==> src/sipm_pkg.sv <==
// sipm_pkg: constants, types and register map of the sleep/idle power manager
package sipm_pkg;

   // ****************************************************************
   // register map (byte addresses)
   // ****************************************************************
   localparam logic [7:0] CTRL_OFFS   = 8'h00;
   localparam logic [7:0] STATUS_OFFS = 8'h04;
   localparam logic [7:0] OSC_OFFS    = 8'h08;
   localparam logic [7:0] DELAY_OFFS  = 8'h0C;

   // control register fields
   localparam int CTRL_CLKSW_BIT   = 0;
   localparam int CTRL_CLKMON_BIT  = 1;
   localparam int CTRL_WDTEN_BIT   = 2;
   localparam int CTRL_BOREN_BIT   = 3;
   localparam int CTRL_LPOSC_BIT   = 4;
   localparam int CTRL_PIDLE_LSB   = 8;
   localparam int NUM_PERIPH       = 8;
   localparam logic [31:0] CTRL_RESET = 32'h0000_0000;

   // status register fields
   localparam int STAT_IDLE_BIT    = 2;
   localparam int STAT_SLEEP_BIT   = 3;
   localparam int STAT_WDOG_BIT    = 4;
   localparam int STAT_CFAIL_BIT   = 5;
   localparam int STAT_STATE_LSB   = 8;

   // oscillator register fields
   localparam int OSC_CUR_LSB      = 0;
   localparam int OSC_FAM_LSB      = 4;
   localparam int OSC_PRIM_LSB     = 8;

   // ****************************************************************
   // oscillator selections of current_osc_select / osc_family_select_cfg
   // ****************************************************************
   localparam logic [2:0] OSC_LOWRC  = 3'h0;
   localparam logic [2:0] OSC_FASTRC = 3'h1;
   localparam logic [2:0] OSC_LPX  = 3'h2;
   localparam logic [2:0] OSC_PRI  = 3'h3;

   // primary_osc_mode_cfg modes
   localparam logic [4:0] PRIM_EXTCLK = 5'h00;
   localparam logic [4:0] PRIM_EXTRC  = 5'h01;
   localparam logic [4:0] PRIM_XT     = 5'h02;
   localparam logic [4:0] PRIM_PLL    = 5'h03;

   // ****************************************************************
   // timing
   // ****************************************************************
   localparam int CLK_MHZ          = 250;
   localparam int POR_DELAY_US     = 10;
   localparam int POR_DELAY_CYC    = POR_DELAY_US * CLK_MHZ;
   localparam int PWRT_DELAY_US    = 64;
   localparam int PWRT_DELAY_CYC   = PWRT_DELAY_US * CLK_MHZ;
   localparam int LOCK_DELAY_US    = 20;
   localparam int LOCK_DELAY_CYC   = LOCK_DELAY_US * CLK_MHZ;

   // ****************************************************************
   // types
   // ****************************************************************
   typedef enum logic [2:0] {
      SIPM_RUN   = 3'b000,
      SIPM_IDLE  = 3'b001,
      SIPM_SLEEP = 3'b011,
      SIPM_WAKE  = 3'b010,
      SIPM_STALL = 3'b110
   } sipm_state_t;

   typedef struct packed {
      logic       save_req;
      logic       save_idle;
      logic       irq_wake;
      logic       wdt_timeout;
      logic       por;
      logic       brown_out;
      logic       master_clear;
      logic       osc_ready;
      logic       pll_lock;
   } sipm_evt_t;

   typedef struct packed {
      logic       cpu_clk_en;
      logic       periph_clk_en;
      logic       osc_en;
      logic       lowrc_en;
      logic       clkmon_en;
      logic       brown_det_en;
      logic       irq_branch;
      logic       clk_fail_trap;
   } sipm_ctl_t;

endpackage

==> src/sipm_top.sv <==
// sipm_top: sleep/idle power manager with an AXI4-Lite register slave
//
// Notes on behaviour
// - two low-power states, entered only by the power_save_instruction.
// - sleep stops cpu and peripheral clocks and the on-chip oscillator.
// - sleep: clock monitor off; low_power_rc_clock runs while watchdog is enabled.
// - enabled brown-out detection keeps running during sleep.
// - sleep exits on enabled interrupt, any reset, or watchdog time-out.
// - wake restarts prior clock; current_osc_select chooses it with clock switching.
// - wake by power-on or brown-out reset takes oscillator from configuration fields.
// - crystal waits oscillator ready, pll waits lock; all delays apply.
// - external, fast rc, low-power rc, external rc clocks: power_on_delay only.
// - low_power_crystal kept running and reused: power_on_delay only.
// - interrupt wake from sleep branches to the service routine, sets sleep bit.
// - clock dead after delays: trap and fast rc if monitor on, else stall.
// - every reset wakes sleep; master_clear sets sleep bit, brown-out leaves it, por clears it.
// - watchdog wake from sleep sets sleep bit and watchdog_timeout_flag.
// - idle gates cpu clock and peripherals with a clear idle bit; clock source keeps running.
// - each peripheral has its own bit to keep running in idle.
// - idle keeps low_power_rc_clock on while clock-failure detection is enabled.
// - idle exits on enabled interrupt, any reset, or watchdog time-out.
// - idle exit restores cpu clock at once, no delay.
// - interrupt wake from idle branches to the service routine, sets idle bit.
// - master_clear sets idle bit, brown-out leaves it, por clears it.
// - watchdog wake from idle sets idle bit and watchdog_timeout_flag.
// - watchdog time-out in sleep wakes instead of resetting.
//
// Local design decisions: the AXI4-Lite slave port and the register addresses.
`timescale 1ns/1ps
module sipm_top #(
   parameter int NUM_PERIPH = sipm_pkg::NUM_PERIPH,
   parameter int POR_CYC    = sipm_pkg::POR_DELAY_CYC,
   parameter int PWRT_CYC   = sipm_pkg::PWRT_DELAY_CYC,
   parameter int LOCK_CYC   = sipm_pkg::LOCK_DELAY_CYC
) (
   input  wire logic                  mclk,
   input  wire logic                  rst,
   input  wire sipm_pkg::sipm_evt_t   evt,
   output sipm_pkg::sipm_ctl_t        ctl,
   output logic [NUM_PERIPH-1:0]      periph_run,
   output logic                       wdt_reset_req,
   input  wire logic [7:0]            s_axi_awaddr,
   input  wire logic                  s_axi_awvalid,
   output logic                       s_axi_awready,
   input  wire logic [31:0]           s_axi_wdata,
   input  wire logic [3:0]            s_axi_wstrb,
   input  wire logic                  s_axi_wvalid,
   output logic                       s_axi_wready,
   output logic [1:0]                 s_axi_bresp,
   output logic                       s_axi_bvalid,
   input  wire logic                  s_axi_bready,
   input  wire logic [7:0]            s_axi_araddr,
   input  wire logic                  s_axi_arvalid,
   output logic                       s_axi_arready,
   output logic [31:0]                s_axi_rdata,
   output logic [1:0]                 s_axi_rresp,
   output logic                       s_axi_rvalid,
   input  wire logic                  s_axi_rready
);

   // ****************************************************************
   // registers
   // ****************************************************************
   sipm_pkg::sipm_state_t state_q, state_d;
   logic [31:0] ctrl_q;
   logic [31:0] oscsel_q;
   logic        idle_flag_q, sleep_flag_q, wdog_flag_q, cfail_q;
   logic [31:0] cnt_q;
   logic        slow_q, pll_q;
   logic        wr_go;
   logic        aw_q, w_q;
   logic [7:0]  awaddr_q;
   logic [31:0] wdata_q;
   logic [3:0]  wstrb_q;

   // ****************************************************************
   // control decode
   // ****************************************************************
   wire clksw_en  = ctrl_q[sipm_pkg::CTRL_CLKSW_BIT];
   wire clkmon_cfg = ctrl_q[sipm_pkg::CTRL_CLKMON_BIT];
   wire wdt_en    = ctrl_q[sipm_pkg::CTRL_WDTEN_BIT];
   wire brown_cfg = ctrl_q[sipm_pkg::CTRL_BOREN_BIT];
   wire lposc_en  = ctrl_q[sipm_pkg::CTRL_LPOSC_BIT];
   wire [2:0] cur_osc   = oscsel_q[sipm_pkg::OSC_CUR_LSB +: 3];
   wire [2:0] fam_osc   = oscsel_q[sipm_pkg::OSC_FAM_LSB +: 3];
   wire [4:0] prim_mode = oscsel_q[sipm_pkg::OSC_PRIM_LSB +: 5];
   wire [2:0] run_osc   = clksw_en ? cur_osc : fam_osc;
   wire keep_lpx  = lposc_en && (run_osc == sipm_pkg::OSC_LPX);

   wire any_rst   = evt.por | evt.brown_out | evt.master_clear;
   wire pwr_rst   = evt.por | evt.brown_out;
   wire in_sleep  = (state_q == sipm_pkg::SIPM_SLEEP);
   wire in_idle   = (state_q == sipm_pkg::SIPM_IDLE);
   wire lowpwr    = in_sleep | in_idle;
   wire wake_evt  = evt.irq_wake | evt.wdt_timeout | any_rst;

   // wake oscillator: configuration after power resets or with clock switching off, else current selection
   wire [2:0] wake_osc = (pwr_rst || !clksw_en) ? fam_osc : cur_osc;
   wire wake_pri   = (wake_osc == sipm_pkg::OSC_PRI);
   wire wake_xtal  = wake_pri && (prim_mode == sipm_pkg::PRIM_XT);
   wire wake_pll   = wake_pri && (prim_mode == sipm_pkg::PRIM_PLL);
   wire wake_lpx   = (wake_osc == sipm_pkg::OSC_LPX);
   wire lpx_kept   = wake_lpx && lposc_en;
   wire wake_slow  = (wake_xtal | wake_pll | wake_lpx) && !lpx_kept;
   wire [31:0] wake_len = wake_slow ? 32'(POR_CYC + PWRT_CYC + (wake_pll ? LOCK_CYC : 0))
                                    : 32'(POR_CYC);
   wire clk_good   = pll_q ? evt.pll_lock : (slow_q ? evt.osc_ready : 1'b1);
   wire delay_done = (cnt_q == 32'h0000_0000);

   // ****************************************************************
   // state machine
   // ****************************************************************
   always_comb begin
      state_d = state_q;
      unique case (state_q)
         sipm_pkg::SIPM_RUN: begin
            if (evt.save_req) begin
               state_d = evt.save_idle ? sipm_pkg::SIPM_IDLE
                                       : sipm_pkg::SIPM_SLEEP;
            end
         end
         sipm_pkg::SIPM_IDLE: begin
            if (wake_evt) begin
               state_d = sipm_pkg::SIPM_RUN;
            end
         end
         sipm_pkg::SIPM_SLEEP: begin
            if (wake_evt) begin
               state_d = sipm_pkg::SIPM_WAKE;
            end
         end
         sipm_pkg::SIPM_WAKE: begin
            if (delay_done) begin
               if (clk_good) begin
                  state_d = sipm_pkg::SIPM_RUN;
               end else if (clkmon_cfg) begin
                  state_d = sipm_pkg::SIPM_RUN;
               end else begin
                  state_d = sipm_pkg::SIPM_STALL;
               end
            end
         end
         sipm_pkg::SIPM_STALL: begin
            if (clk_good) begin
               state_d = sipm_pkg::SIPM_RUN;
            end
         end
         default: state_d = sipm_pkg::SIPM_RUN;
      endcase
   end

   always_ff @(posedge mclk) begin
      if (rst) begin
         state_q <= sipm_pkg::SIPM_RUN;
      end else begin
         state_q <= state_d;
      end
   end

   // wake delay counter and remembered clock kind
   always_ff @(posedge mclk) begin
      if (rst) begin
         cnt_q  <= 32'h0000_0000;
         slow_q <= 1'b0;
         pll_q  <= 1'b0;
      end else if (in_sleep && wake_evt) begin
         cnt_q  <= wake_len - 32'h0000_0001;
         slow_q <= wake_slow;
         pll_q  <= wake_pll && !lpx_kept;
      end else if (!delay_done) begin
         cnt_q  <= cnt_q - 32'h0000_0001;
      end
   end

   // ****************************************************************
   // clock and peripheral gating
   // ****************************************************************
   wire stop_all = in_sleep | (state_q == sipm_pkg::SIPM_WAKE)
                 | (state_q == sipm_pkg::SIPM_STALL);
   wire trap_now = (state_q == sipm_pkg::SIPM_WAKE) && delay_done && !clk_good && clkmon_cfg;

   assign ctl.cpu_clk_en    = !stop_all && !in_idle;
   assign ctl.periph_clk_en = !stop_all;
   assign ctl.osc_en        = !in_sleep || keep_lpx;
   assign ctl.lowrc_en      = in_sleep ? wdt_en : (wdt_en | clkmon_cfg);
   assign ctl.clkmon_en     = clkmon_cfg && !in_sleep;
   assign ctl.brown_det_en  = brown_cfg;
   assign ctl.irq_branch    = lowpwr && evt.irq_wake;
   assign ctl.clk_fail_trap = trap_now;
   assign wdt_reset_req     = evt.wdt_timeout && !lowpwr;

   genvar gi;
   generate
      for (gi = 0; gi < NUM_PERIPH; gi++) begin : g_per
         assign periph_run[gi] = ctl.periph_clk_en
                               && (!in_idle || ctrl_q[sipm_pkg::CTRL_PIDLE_LSB + gi]);
      end
   endgenerate

   // ****************************************************************
   // status flags; hardware set wins over software clear
   // ****************************************************************
   wire set_sleep = (in_sleep && (evt.irq_wake || evt.wdt_timeout))
                  || (in_sleep && evt.master_clear);
   wire set_idle  = (in_idle && (evt.irq_wake || evt.wdt_timeout))
                  || (in_idle && evt.master_clear);
   wire set_wdog  = lowpwr && evt.wdt_timeout;
   wire st_wr     = wr_go && (awaddr_q == sipm_pkg::STATUS_OFFS) && wstrb_q[0];

   always_ff @(posedge mclk) begin
      if (rst) begin
         sleep_flag_q <= 1'b0;
         idle_flag_q  <= 1'b0;
         wdog_flag_q  <= 1'b0;
         cfail_q      <= 1'b0;
      end else begin
         sleep_flag_q <= evt.por ? 1'b0 : (set_sleep | (sleep_flag_q & ~(st_wr
                         & wdata_q[sipm_pkg::STAT_SLEEP_BIT])));
         idle_flag_q  <= evt.por ? 1'b0 : (set_idle | (idle_flag_q & ~(st_wr
                         & wdata_q[sipm_pkg::STAT_IDLE_BIT])));
         wdog_flag_q  <= evt.por ? 1'b0 : (set_wdog | (wdog_flag_q & ~(st_wr
                         & wdata_q[sipm_pkg::STAT_WDOG_BIT])));
         cfail_q      <= trap_now | (cfail_q & ~(st_wr & wdata_q[sipm_pkg::STAT_CFAIL_BIT]));
      end
   end

   // ****************************************************************
   // axi4-lite slave
   // ****************************************************************
   assign wr_go = aw_q && w_q && !s_axi_bvalid;
   assign s_axi_awready = !aw_q && !s_axi_bvalid;
   assign s_axi_wready  = !w_q && !s_axi_bvalid;
   assign s_axi_arready = !s_axi_rvalid;
   wire wr_known = (awaddr_q == sipm_pkg::CTRL_OFFS) || (awaddr_q == sipm_pkg::STATUS_OFFS)
                 || (awaddr_q == sipm_pkg::OSC_OFFS);
   wire [31:0] wmask = {{8{wstrb_q[3]}}, {8{wstrb_q[2]}}, {8{wstrb_q[1]}}, {8{wstrb_q[0]}}};
   wire [31:0] stat_word = {20'h0_0000, 1'b0, state_q, 2'b00, cfail_q, wdog_flag_q,
                            sleep_flag_q, idle_flag_q, 2'b00};
   wire [7:0]  ra = {s_axi_araddr[7:2], 2'b00};
   wire rd_known = (ra == sipm_pkg::CTRL_OFFS) || (ra == sipm_pkg::STATUS_OFFS)
                 || (ra == sipm_pkg::OSC_OFFS) || (ra == sipm_pkg::DELAY_OFFS);
   wire [31:0] rd_word = (ra == sipm_pkg::CTRL_OFFS)   ? ctrl_q
                       : (ra == sipm_pkg::STATUS_OFFS) ? stat_word
                       : (ra == sipm_pkg::OSC_OFFS)    ? oscsel_q
                       : (ra == sipm_pkg::DELAY_OFFS)  ? cnt_q : 32'h0000_0000;

   always_ff @(posedge mclk) begin
      if (rst) begin
         aw_q <= 1'b0;
         w_q  <= 1'b0;
         awaddr_q <= 8'h00;
         wdata_q  <= 32'h0000_0000;
         wstrb_q  <= 4'h0;
         s_axi_bvalid <= 1'b0;
         s_axi_bresp  <= 2'b00;
         ctrl_q   <= sipm_pkg::CTRL_RESET;
         oscsel_q <= 32'h0000_0000;
      end else begin
         if (s_axi_awvalid && s_axi_awready) begin
            aw_q <= 1'b1;
            awaddr_q <= {s_axi_awaddr[7:2], 2'b00};
         end
         if (s_axi_wvalid && s_axi_wready) begin
            w_q <= 1'b1;
            wdata_q <= s_axi_wdata;
            wstrb_q <= s_axi_wstrb;
         end
         if (wr_go) begin
            aw_q <= 1'b0;
            w_q  <= 1'b0;
            s_axi_bvalid <= 1'b1;
            s_axi_bresp  <= wr_known ? 2'b00 : 2'b10;
            if (awaddr_q == sipm_pkg::CTRL_OFFS) begin
               ctrl_q <= (ctrl_q & ~wmask) | (wdata_q & wmask);
            end
            if (awaddr_q == sipm_pkg::OSC_OFFS) begin
               oscsel_q <= ((oscsel_q & ~wmask) | (wdata_q & wmask)) & 32'h0000_1F77;
            end
         end else if (s_axi_bvalid && s_axi_bready) begin
            s_axi_bvalid <= 1'b0;
         end
         if (trap_now) begin
            oscsel_q[sipm_pkg::OSC_CUR_LSB +: 3] <= sipm_pkg::OSC_FASTRC;
         end
      end
   end

   always_ff @(posedge mclk) begin
      if (rst) begin
         s_axi_rvalid <= 1'b0;
         s_axi_rdata  <= 32'h0000_0000;
         s_axi_rresp  <= 2'b00;
      end else if (s_axi_arvalid && s_axi_arready) begin
         s_axi_rvalid <= 1'b1;
         s_axi_rdata  <= rd_word;
         s_axi_rresp  <= rd_known ? 2'b00 : 2'b10;
      end else if (s_axi_rvalid && s_axi_rready) begin
         s_axi_rvalid <= 1'b0;
      end
   end

   // ****************************************************************
   // checks
   // ****************************************************************
   chk_idle_cpu_gate: assert property (@(posedge mclk) disable iff (rst)
      in_idle |-> !ctl.cpu_clk_en && ctl.periph_clk_en && ctl.osc_en)
      else $error("idle gating wrong");
   chk_sleep_clk_off: assert property (@(posedge mclk) disable iff (rst)
      in_sleep |-> !ctl.cpu_clk_en && !ctl.periph_clk_en)
      else $error("sleep clocks not stopped");
   chk_entry_instr: assert property (@(posedge mclk) disable iff (rst)
      (state_q == sipm_pkg::SIPM_RUN) && !evt.save_req |=> !lowpwr)
      else $error("low power entered without instruction");
   chk_entry_operand: assert property (@(posedge mclk) disable iff (rst)
      (state_q == sipm_pkg::SIPM_RUN) && evt.save_req && evt.save_idle |=> in_idle)
      else $error("idle operand ignored");
   chk_idle_wake_fast: assert property (@(posedge mclk) disable iff (rst)
      in_idle && wake_evt |=> ctl.cpu_clk_en)
      else $error("idle wake delayed");
   chk_wdt_wake_flags: assert property (@(posedge mclk) disable iff (rst)
      in_sleep && evt.wdt_timeout && !evt.por |=> sleep_flag_q && wdog_flag_q)
      else $error("watchdog wake flags missing");
   chk_por_clear_flag: assert property (@(posedge mclk) disable iff (rst)
      evt.por |=> !sleep_flag_q && !idle_flag_q)
      else $error("power-on reset left flags");
   chk_fast_wake_len: assert property (@(posedge mclk) disable iff (rst)
      in_sleep && wake_evt && !wake_slow |=> cnt_q == 32'(POR_CYC - 1))
      else $error("fast wake delay wrong");
   chk_wdt_no_reset: assert property (@(posedge mclk) disable iff (rst)
      in_sleep |-> !wdt_reset_req)
      else $error("watchdog reset in sleep");
   chk_trap_osc_swap: assert property (@(posedge mclk) disable iff (rst)
      trap_now |=> cur_osc == sipm_pkg::OSC_FASTRC)
      else $error("trap kept old oscillator");
   chk_stall_hold: assert property (@(posedge mclk) disable iff (rst)
      (state_q == sipm_pkg::SIPM_STALL) |-> !ctl.cpu_clk_en && ctl.osc_en)
      else $error("stall released clock");
   chk_sleep_wake_go: assert property (@(posedge mclk) disable iff (rst)
      in_sleep && wake_evt |=> (state_q == sipm_pkg::SIPM_WAKE))
      else $error("sleep wake event ignored");
   chk_sleep_osc_off: assert property (@(posedge mclk) disable iff (rst)
      in_sleep && !lposc_en |-> !ctl.osc_en)
      else $error("oscillator left on in sleep");
   chk_sleep_lowrc: assert property (@(posedge mclk) disable iff (rst)
      in_sleep |-> (ctl.lowrc_en == wdt_en) && !ctl.clkmon_en)
      else $error("sleep low-power rc wrong");

endmodule

==> config.mk <==
export PLATFORM = sky130hd
export DESIGN_NAME = sipm_top
export DESIGN_NICKNAME = d
export VERILOG_FILES = /design/src/sipm_pkg.sv /design/src/sipm_top.sv
export SDC_FILE = /design/constraint.sdc
export NUM_CORES = 1
export LEC_CHECK = 0
export BUFFER_PORTS_ARGS = -buffer_cell sky130_fd_sc_hd__buf_2
export CAP_MARGIN = 30
export CORE_ASPECT_RATIO = 0.8
export CORE_MARGIN = 1
export CORE_UTILIZATION = 45
export DETAILED_ROUTE_END_ITERATION = 12
export PLACE_DENSITY = 0.71
export SYNTH_ARGS = -nofsm -noshare
export SYNTH_HDL_FRONTEND = slang
export SYNTH_SLANG_ARGS = --single-unit
==> constraint.sdc <==
create_clock -name mclk -period 3.7 [get_ports mclk]
set_clock_uncertainty 0.15 [all_clocks]
set_input_delay 0.74 -clock mclk [delete_from_list [all_inputs] [get_ports mclk]]
set_output_delay 0.74 -clock mclk [all_outputs]
set_load 0.05 [all_outputs]
==> run summary, run 1 <==
Finished Layout Cells - 1195
die height - 114 µm
Layout fillers - 1445
Primary FF master, synth - dfxtp_1
most frequent cells in the layout - nand2_1 (178), dfxtp_1 (164), buf_2 (117)
RSZ-0062 raised after global routing - false
crit path launch type - flop
flops & latches, synth - 164
WL/cell - 16.7 µm
crit end category - output port
Overall Power - 6.59 mW
clock latency on the worst-skew pair - 430 ps
IO Count - 126
Synth Area in Adders - 0.00176
Setup CP Type - flop to output port
main combinational cell family by area after synthesis - simple AND/OR/NAND/NOR gates
VDD IR-drop max - 0.423 mV
crit path max fanout - 8
largest net degree at the start of global routing - 83
max-cap violations - 0
Ys Warns - 0
fin crit share - 0.970
Hold Vio Cnt, Final - 0
FF+latch area - 0.00328 mm²
Slew @ Worst Pin - 978 ps
initial antenna violation count - 0
final WL - 19900 µm
clock buffer depth - 2
Port Buffer Count - 119
setup TNS - 0 ps
die width - 143 µm
Final Cell Area - 0.00848 mm²
first-pass GRT wire length - 31200 µm
synthesized area - 0.00712 mm²
Hold Path Stages - 2
area fraction in compound gates after synthesis - 0.182
post-synthesis area per instance - 8.13 µm²
Inserted Clock Buffers - 17
multiplexer share of the synthesized area - 0.0452
CP arrival - 2700 ps
Synth Area in Simple Gates - 0.256
Pins Over Slew Limit - 0
Clock transition at path regs - 70 ps
Yosys cell types - 59
Area after DPL - 0.00786 mm²
routed vias/inst - 5.64
die footprint - 0.0163 mm²
XOR/XNOR Fraction of Synth Area - 0.0148
Synth area leader - dfxtp_1
Worst R2R Path Depth - 5
TritonCTS clock tree - built
area grow syn2layout - 19.1%
Synth async-reset ratio - 0
DRC Markers - 0
Syn Inst Count - 875
area of the core - 0.0152 mm²
Post-DRT Antenna Nets - 0
Inserted Diodes - 0
min-delay worst type - flop to flop
area of the multi-input gates - 0.00358 mm²
largest cells by area after synthesis - dfxtp_1 (46%), nand2_1 (9.4%), a21oi_1 (7.5%)
FMAX - 279 MHz
Initial Util - 0.468
DP Cell Count - 1163
Final setup viols - 0
commonest non-fill, non-tap cell in the layout - nand2_1
layout cells sized above 1 - 0.189
global route total overflow - 0
final setup margin - 110 ps
clock sinks - 164
min cycle time layout - 3590 ps
# rows - 40
post-layout net count - 1042
Leak - 3.38 nW
EDFF count, synth - 0
DRT iter0 DRCs - 618
status - complete, no violations
GRT Util Overall - 0.251
DR pass1 iterations - 5
worst rel slew slack - 0.344
vias post-DR - 6736
top-area cell type share of the netlist area - 0.461
routability cong. - 0.888
pre-CTS setup slack - 372 ps
dpl hpwl - 14000 µm
power per cell area - 778 mW/mm²
H-tree depth - 4
clk root buf - clkbuf_16
vias in the first global route - 5895
sequential share of the synthesized area - 0.461
Req. time, crit path - 2810 ps
## synth_stat cells (all sizes together) (4+ instances only)
library cell / number
a31oi: 6
a221oi: 22
o211ai: 13
buf: 10
and2: 10
nand3b: 4
xor2: 7
nor4: 12
or4: 21
nand2b: 9
o31ai: 5
a22oi: 7
a21o: 9
a21oi: 107
o21ai: 24
nor2: 69
nand3: 9
xnor2: 5
or3: 16
clkbuf: 47
mux2i: 31
dfxtp: 164
nor3: 44
inv: 10
nand2: 178
## worst paths after layout
| kind | startpoint | endpoint | slack, ps |
|---|---|---|---|
| worst max-delay path | cnt_q[3]$_SDFFE_PP0P_ | ctl[0] | 110 |
| worst min-delay path | s_axi_rdata[10]$_SDFFE_PP0P_ | s_axi_rdata[10]$_SDFFE_PP0P_ | 300 |
| worst max register to register | cnt_q[7]$_SDFFE_PP0P_ | cnt_q[25]$_SDFFE_PP0P_ | 1100 |
| worst min register to register | s_axi_rdata[10]$_SDFFE_PP0P_ | s_axi_rdata[10]$_SDFFE_PP0P_ | 300 |
## logic make-up after synthesis
family	after synthesis
AND/OR/NAND/NOR	387
AO/OA/AOI/OAI	211
flip-flops	164
buffers and inverters	67
multiplexers	32
XOR/XNOR	12
adder cells (fa/ha/maj)	1
other	1
## metrics by stage
stage	util	hold WS, ps
6_report	0.557	301
5_1_grt	0.557	316
4_1_cts	0.556	303
3_5_place_dp	0.517	294
3_3_place_gp	0.517	292
2_1_floorplan	-	281
## layer usage
metal / part of all wire / global-route usage / vias up
li1: - / - / 3315
met1: 0.49 / 0.367 / 3156
met2: 0.42 / 0.363 / 249
met3: 0.080 / 0.0707 / 16
met4: 0.010 / 0.0581 / 0
met5: 0 / 0 / -
## area by class of cell
class / instances / area share
tap: 210 / 0.0310
clock buffer: 18 / 0.0518
timing repair buffer: 135 / 0.0850
multi-input combinational: 645 / 0.423
inverter: 10 / 0.00443
clock inverter: 13 / 0.0177
sequential: 164 / 0.387
## report_power, final
group	internal, mW	switching (mW)
logic	0.921	1.62
registers	1.99	0.292
clock network	1.02	0.749
## repair_timing
action                                 in CTS  in global routing
gates resized for setup                     3                  4
setup endpoints to repair                   1                  1
endpoints found under the hold margin       0                  0
cloned                                      0                  0
hold buffers                                0                  0
pin swaps                                   0                  1
buffers inserted                            0                  1
## critical path: stages, from the launching register on
cell     delay [ps]
dfxtp_1         380
or4_4           600
or4_4           530
nor3_4          240
nand4_1         210
inv_2           120
buf_4           200
No activity file was read; power rests on OpenSTA's default activity.
==> inputs of run 2 (changes only) <==
--- a/config.mk
+++ b/config.mk
@@ -12,6 +12,7 @@
 export CORE_UTILIZATION = 45
 export DETAILED_ROUTE_END_ITERATION = 12
 export PLACE_DENSITY = 0.71
+export REMOVE_ABC_BUFFERS = 1
 export SYNTH_ARGS = -nofsm -noshare
 export SYNTH_HDL_FRONTEND = slang
 export SYNTH_SLANG_ARGS = --single-unit
==> run summary, run 2 (synthesis results as in run 1) <==
Leak - 3.38 nW (+0.12%)
GRT Util Overall - 0.242 (-0.00895)
H-tree depth - 4 (unchanged)
final core occ - 0.557 (about the same)
Setup CP Type - flop to output port
commonest non-fill, non-tap cell in the layout - nand2_1
clk root buf - clkbuf_16
Post-DRT Antenna Nets - 0 (unchanged)
# rows - 40 (unchanged)
die height - 114 µm (unchanged)
global route total overflow - 0 (unchanged)
routed vias/inst - 5.54 (-1.6%)
worst rel slew slack - 0.364 (+0.0203)
power per cell area - 765 mW/mm² (-1.6%)
fin crit share - 0.979 (+0.00828)
min cycle time layout - 3620 ps (+30.6 ps)
Port Buffer Count - 119 (unchanged)
FMAX - 276 MHz (-0.85%)
vias in the first global route - 6027 (+2.2%)
DRC Markers - 0 (unchanged)
Inserted Clock Buffers - 17 (unchanged)
Hold Vio Cnt, Final - 0 (unchanged)
vias post-DR - 6653 (-1.2%)
crit path max-delay cell type - or4_4
pre-CTS setup slack - 373 ps (+1.17 ps)
most frequent cells in the layout - nand2_1 (178), dfxtp_1 (164), buf_2 (118)
r2r setup slk - 1040 ps (-60 ps)
Slew @ Worst Pin - 954 ps (-23.9 ps)
status - complete, no violations
crit path launch type - flop
clock sinks - 164 (unchanged)
min-delay worst type - flop to flop
R2R Path End - cnt_q[25]$_SDFFE_PP0P_
post-layout net count - 1046 (+0.38%)
Initial Util - 0.468 (unchanged)
die footprint - 0.0163 mm² (unchanged)
clock buffer depth - 2 (unchanged)
RSZ-0062 raised after global routing - false
Setup Fix Bufs, Post-CTS - 0 (unchanged)
TritonCTS clock tree - built
die width - 143 µm (unchanged)
WL/cell - 15.6 µm (-6.6%)
dpl hpwl - 13500 µm (-3.1%)
Hold Path Stages - 2 (unchanged)
Final setup viols - 0 (unchanged)
setup TNS - 0 ps (unchanged)
Buf/Inv on CP - 2 (unchanged)
Pins Over Slew Limit - 0 (unchanged)
largest net degree at the start of global routing - 60 (-28%)
initial antenna violation count - 0 (unchanged)
first-pass GRT wire length - 30800 µm (-1.3%)
Crit path max-delay family - simple AND/OR/NAND/NOR gates
Layout fillers - 1462 (+1.2%)
Req. time, crit path - 2810 ps (about the same)
crit end category - output port
crit-path cells - or4_4 > or4_4 > nor3_4 > nand4_1 > inv_1 > buf_4
CP peak stage delay - 600 ps (about the same)
# hold bufs at CTS - 0 (unchanged)
DR pass1 iterations - 5 (unchanged)
final WL - 18700 µm (-6.2%)
max-cap violations - 0 (unchanged)
DRT iter0 DRCs - 522 (-16%)
Clock transition at path regs - 60 ps (about the same)
Inserted Diodes - 0 (unchanged)
FF+latch area - 0.00328 mm² (unchanged)
final setup margin - 79.5 ps (-30.6 ps)
layout cells sized above 1 - 0.189 (about the same)
area grow syn2layout - 19.1% (about the same)
area of the core - 0.0152 mm² (unchanged)
clock latency on the worst-skew pair - 430 ps (about the same)
area of the multi-input gates - 0.00357 mm² (-0.31%)
IO Count - 126 (unchanged)
Worst R2R Path Depth - 5 (unchanged)
crit path max fanout - 8 (unchanged)
CP arrival - 2730 ps (+30 ps)
cell repeated most along the worst path - or4_4
Critical R2R Launch - cnt_q[14]$_SDFFE_PP0P_
routability cong. - 0.860 (-3.2%)
VDD IR-drop max - 0.493 mV (+16%)
[run 2: cell types whose count changed in the layout (fill, tap and decap cells not counted)]
cell / change
buf_4: +3
clkinvlp_4: +3
or4_1: +3
or4_4: -3
inv_8: -2
buf_2: +1
bufinv_16: -1
inv_1: +1
inv_2: -1
inv_6: +1
[run 2: tightest hold or removal path, cell delays in order (launching register included)]
cell and delay, ps:
dfxtp_1 310, nand2_1 50, a21oi_1 50
[run 2: per-stage QoR]
stage                     cell area [µm²]  std cells  hold slack (ps)  total power [mW]
final                                8470       1200              299              6.48
after global routing                 8470       1200              316              6.87
after CTS                            8460       1199              302              6.46
after detailed placement             7890       1167              295              4.75
after global placement               7890       1167              289              4.73
after floorplan                      6880        819              275              4.04
[run 2: power breakdown]
group,switching [mW],internal [mW]
registers,0.291,1.99
logic,1.59,0.925
clock network,0.738,0.947
[run 2: layout make-up]
type / instances / area share
multi-input combinational: 645 / 0.422
sequential: 164 / 0.387
timing repair buffer: 139 / 0.0883
clock buffer: 18 / 0.0518
tap: 210 / 0.0310
clock inverter: 14 / 0.0152
inverter: 10 / 0.00443
[run 2: repair_timing]
action	CTS	global route
cloned	0	0
resized for setup	2	1
endpoints found under the setup margin	1	1
[run 2: worst max-delay path by stage]
stage                     cells past startpoint  endpoint                    from  slack (ps)
after global routing                          6    ctl[0]   cnt_q[3]$_SDFFE_PP0P_          20
after floorplan                               5    ctl[0]   cnt_q[3]$_SDFFE_PP0P_         510
after detailed placement                      6    ctl[0]  cnt_q[28]$_SDFFE_PP0P_         370
final                                         6    ctl[0]   cnt_q[3]$_SDFFE_PP0P_          80
after global placement                        6    ctl[0]  cnt_q[28]$_SDFFE_PP0P_         420
after CTS                                     6    ctl[0]   cnt_q[3]$_SDFFE_PP0P_          20
[run 2: metal layers]
metal / vias up / track usage / routed length [µm]
li1: 3323 / - / -
met1: 3088 / 0.356 / 9360
met2: 221 / 0.353 / 7880
met3: 21 / 0.0460 / 1200
met4: 0 / 0.0810 / 260
met5: - / 0 / 0
==> inputs of run 3 (changes only) <==
--- a/config.mk
+++ b/config.mk
@@ -9,9 +9,10 @@
 export CAP_MARGIN = 30
 export CORE_ASPECT_RATIO = 0.8
 export CORE_MARGIN = 1
-export CORE_UTILIZATION = 45
+export CORE_UTILIZATION = 56
 export DETAILED_ROUTE_END_ITERATION = 12
-export PLACE_DENSITY = 0.71
+export PLACE_DENSITY = 0.85
+export RECOVER_POWER = 25
 export REMOVE_ABC_BUFFERS = 1
 export SYNTH_ARGS = -nofsm -noshare
 export SYNTH_HDL_FRONTEND = slang
==> run summary, run 3 (synthesis results as in run 1) <==
status - finished with violations
failing checks - max-capacitance violations, max-slew violations
Hold Path End - wdata_q[29]$_SDFFE_PP0P_
most frequent cells in the layout - nand2_1 (178), dfxtp_1 (164), a21oi_1 (107)
clock buffer depth - 2 (unchanged)
Final setup viols - 0 (unchanged)
DP Cell Count - 1123 (-3.8%)
Port Buffer Count - 119 (unchanged)
P_int - 3.95 mW (+2.4%)
clk root buf - clkbuf_16
Inserted Diodes - 0 (unchanged)
Worst R2R Path Depth - 5 (unchanged)
Post-DRT Antenna Nets - 0 (unchanged)
area grow syn2layout - 18.0%
switching share of total power - 0.406 (+0.00119)
fin crit share - 0.980 (+0.00122)
DRC Markers - 0 (unchanged)
# rows - 36 (-10%)
WL/cell - 17.2 µm (+10%)
max-cap violations - 2 (+2)
Leak - 3.24 nW (-4.0%)
Setup CP Type - flop to output port
Initial Util - 0.579 (+0.111)
Hold Path Stages - 2 (unchanged)
RSZ-0062 raised after global routing - false
crit path max fanout - 8 (unchanged)
Overall Power - 6.65 mW (+2.6%)
routed vias/inst - 6.09 (+9.9%)
net load switching power - 2.70 mW (+2.9%)
vias post-DR - 7048 (+5.9%)
dpl hpwl - 13300 µm (-1.8%)
worst rel slew slack - -0.633 (-0.997)
Slew @ Worst Pin - 2450 ps (+1500 ps)
final WL - 19900 µm (+6.4%)
crit end category - output port
routability cong. - 0.896 (+4.3%)
R2R Path End - cnt_q[29]$_SDFFE_PP0P_
Req. time, crit path - 2810 ps (about the same)
clock latency on the worst-skew pair - 420 ps (about the same)
crit path launch type - flop
Hold Startpoint - wdata_q[29]$_SDFFE_PP0P_
layout cells sized above 1 - 0.148 (-0.0408)
power per cell area - 792 mW/mm² (+3.6%)
Seq pwr share - 0.344 (-0.007)
setup TNS - 0 ps (unchanged)
die width - 128 µm (-10%)
largest net degree at the start of global routing - 85 (+42%)
area of the core - 0.0123 mm² (-19%)
Hold Vio Cnt, Final - 0 (unchanged)
final core occ - 0.683 (+0.126)
r2r setup slk - 1010 ps (-30 ps)
clock power share - 0.277 (+0.017)
first-pass GRT wire length - 31200 µm (+0.99%)
DR pass1 iterations - 5 (unchanged)
Hold Slack - 307 ps (+8.47 ps)
DRT iter0 DRCs - 787 (+51%)
CP arrival - 2740 ps (about the same)
post-layout net count - 1042 (-0.38%)
GRT Util Overall - 0.305 (+0.0622)
commonest non-fill, non-tap cell in the layout - nand2_1
H-tree depth - 4 (unchanged)
TritonCTS clock tree - built
die footprint - 0.0132 mm² (-19%)
FMAX - 276 MHz (-0.12%)
vias in the first global route - 6302 (+4.6%)
min cycle time layout - 3630 ps (+4.52 ps)
initial antenna violation count - 0 (unchanged)
VDD IR-drop max - 0.586 mV (+19%)
Inserted Clock Buffers - 17 (unchanged)
global route total overflow - 0 (unchanged)
Finished Layout Cells - 1157 (-3.6%)
Combinational Power Share - 0.378 (-0.011)
Pins Over Slew Limit - 141 (+141)
die height - 103 µm (-10%)
clock sinks - 164 (unchanged)
Critical R2R Launch - cnt_q[28]$_SDFFE_PP0P_
min-delay worst type - flop to flop
IO Count - 126 (unchanged)
Clock transition at path regs - 70 ps (about the same)
## run 3: cell types whose count changed in the layout (fill, tap and decap cells not counted), sizes merged
cell | before | now
bufinv | 1 | 3
clkinvlp | 6 | 1
buf | 139 | 97
clkbuf | 18 | 57
inv | 13 | 15
## run 3: area by class of cell
class | instances | area, µm²
clock buffer | 19 | 443
clock inverter | 13 | 169
fill | 1000 | 3900
inverter | 10 | 37.5
multi-input combinational | 645 | 3580
sequential | 164 | 3280
tap | 171 | 214
timing repair buffer | 135 | 671
## run 3: repair_timing
item | in CTS | in global routing
gates resized for setup | 4 | 1
hold buffers | 0 | 0
setup buffers | 0 | 2
setup endpoints to repair | 1 | 1
pin swaps | 0 | 1
## run 3: layer usage
metal	wire length, µm	GRT usage	part of all wire	vias to the layer above
met2	8940	0.474	0.45	371
met5	0	0	0	-
li1	-	-	-	3308
met4	451	0.118	0.023	0
met1	8630	0.411	0.43	3316
met3	1890	0.0763	0.095	53
## run 3: worst max path at each step
stage,from,to,slack (ps),depth (start not counted)
6_report,cnt_q[3]$_SDFFE_PP0P_,ctl[0],70,6
4_1_cts,cnt_q[3]$_SDFFE_PP0P_,ctl[0],30,6
3_3_place_gp,cnt_q[28]$_SDFFE_PP0P_,ctl[0],420,6
3_5_place_dp,cnt_q[28]$_SDFFE_PP0P_,ctl[0],350,6
2_1_floorplan,cnt_q[3]$_SDFFE_PP0P_,ctl[0],510,5
5_1_grt,cnt_q[3]$_SDFFE_PP0P_,ctl[0],10,6
## run 3: power by group through the flow
| stage | clock, mW | combinational (mW) | sequential, mW |
|---|---|---|---|
| floorplan | 0 | 1.76 | 2.28 |
| global placement | 0 | 2.33 | 2.29 |
| detailed placement | 0 | 2.38 | 2.30 |
| CTS | 1.85 | 2.47 | 2.27 |
| global route | 1.93 | 2.72 | 2.32 |
| finish | 1.85 | 2.52 | 2.29 |
## run 3: through the flow
stage	setup slack, ps	instance area [µm²]
finish	75.0	8390
global route	12.7	8390
CTS	32.5	8430
detailed placement	350	7800
global placement	423	7800
floorplan	509	6880
## run 3: critical path: stages (launching register included)
cell and delay [ps]:
dfxtp_1 380, or4_4 600, or4_4 540, nor3_4 260, nand4_1 180, inv_1 180
buf_6 180
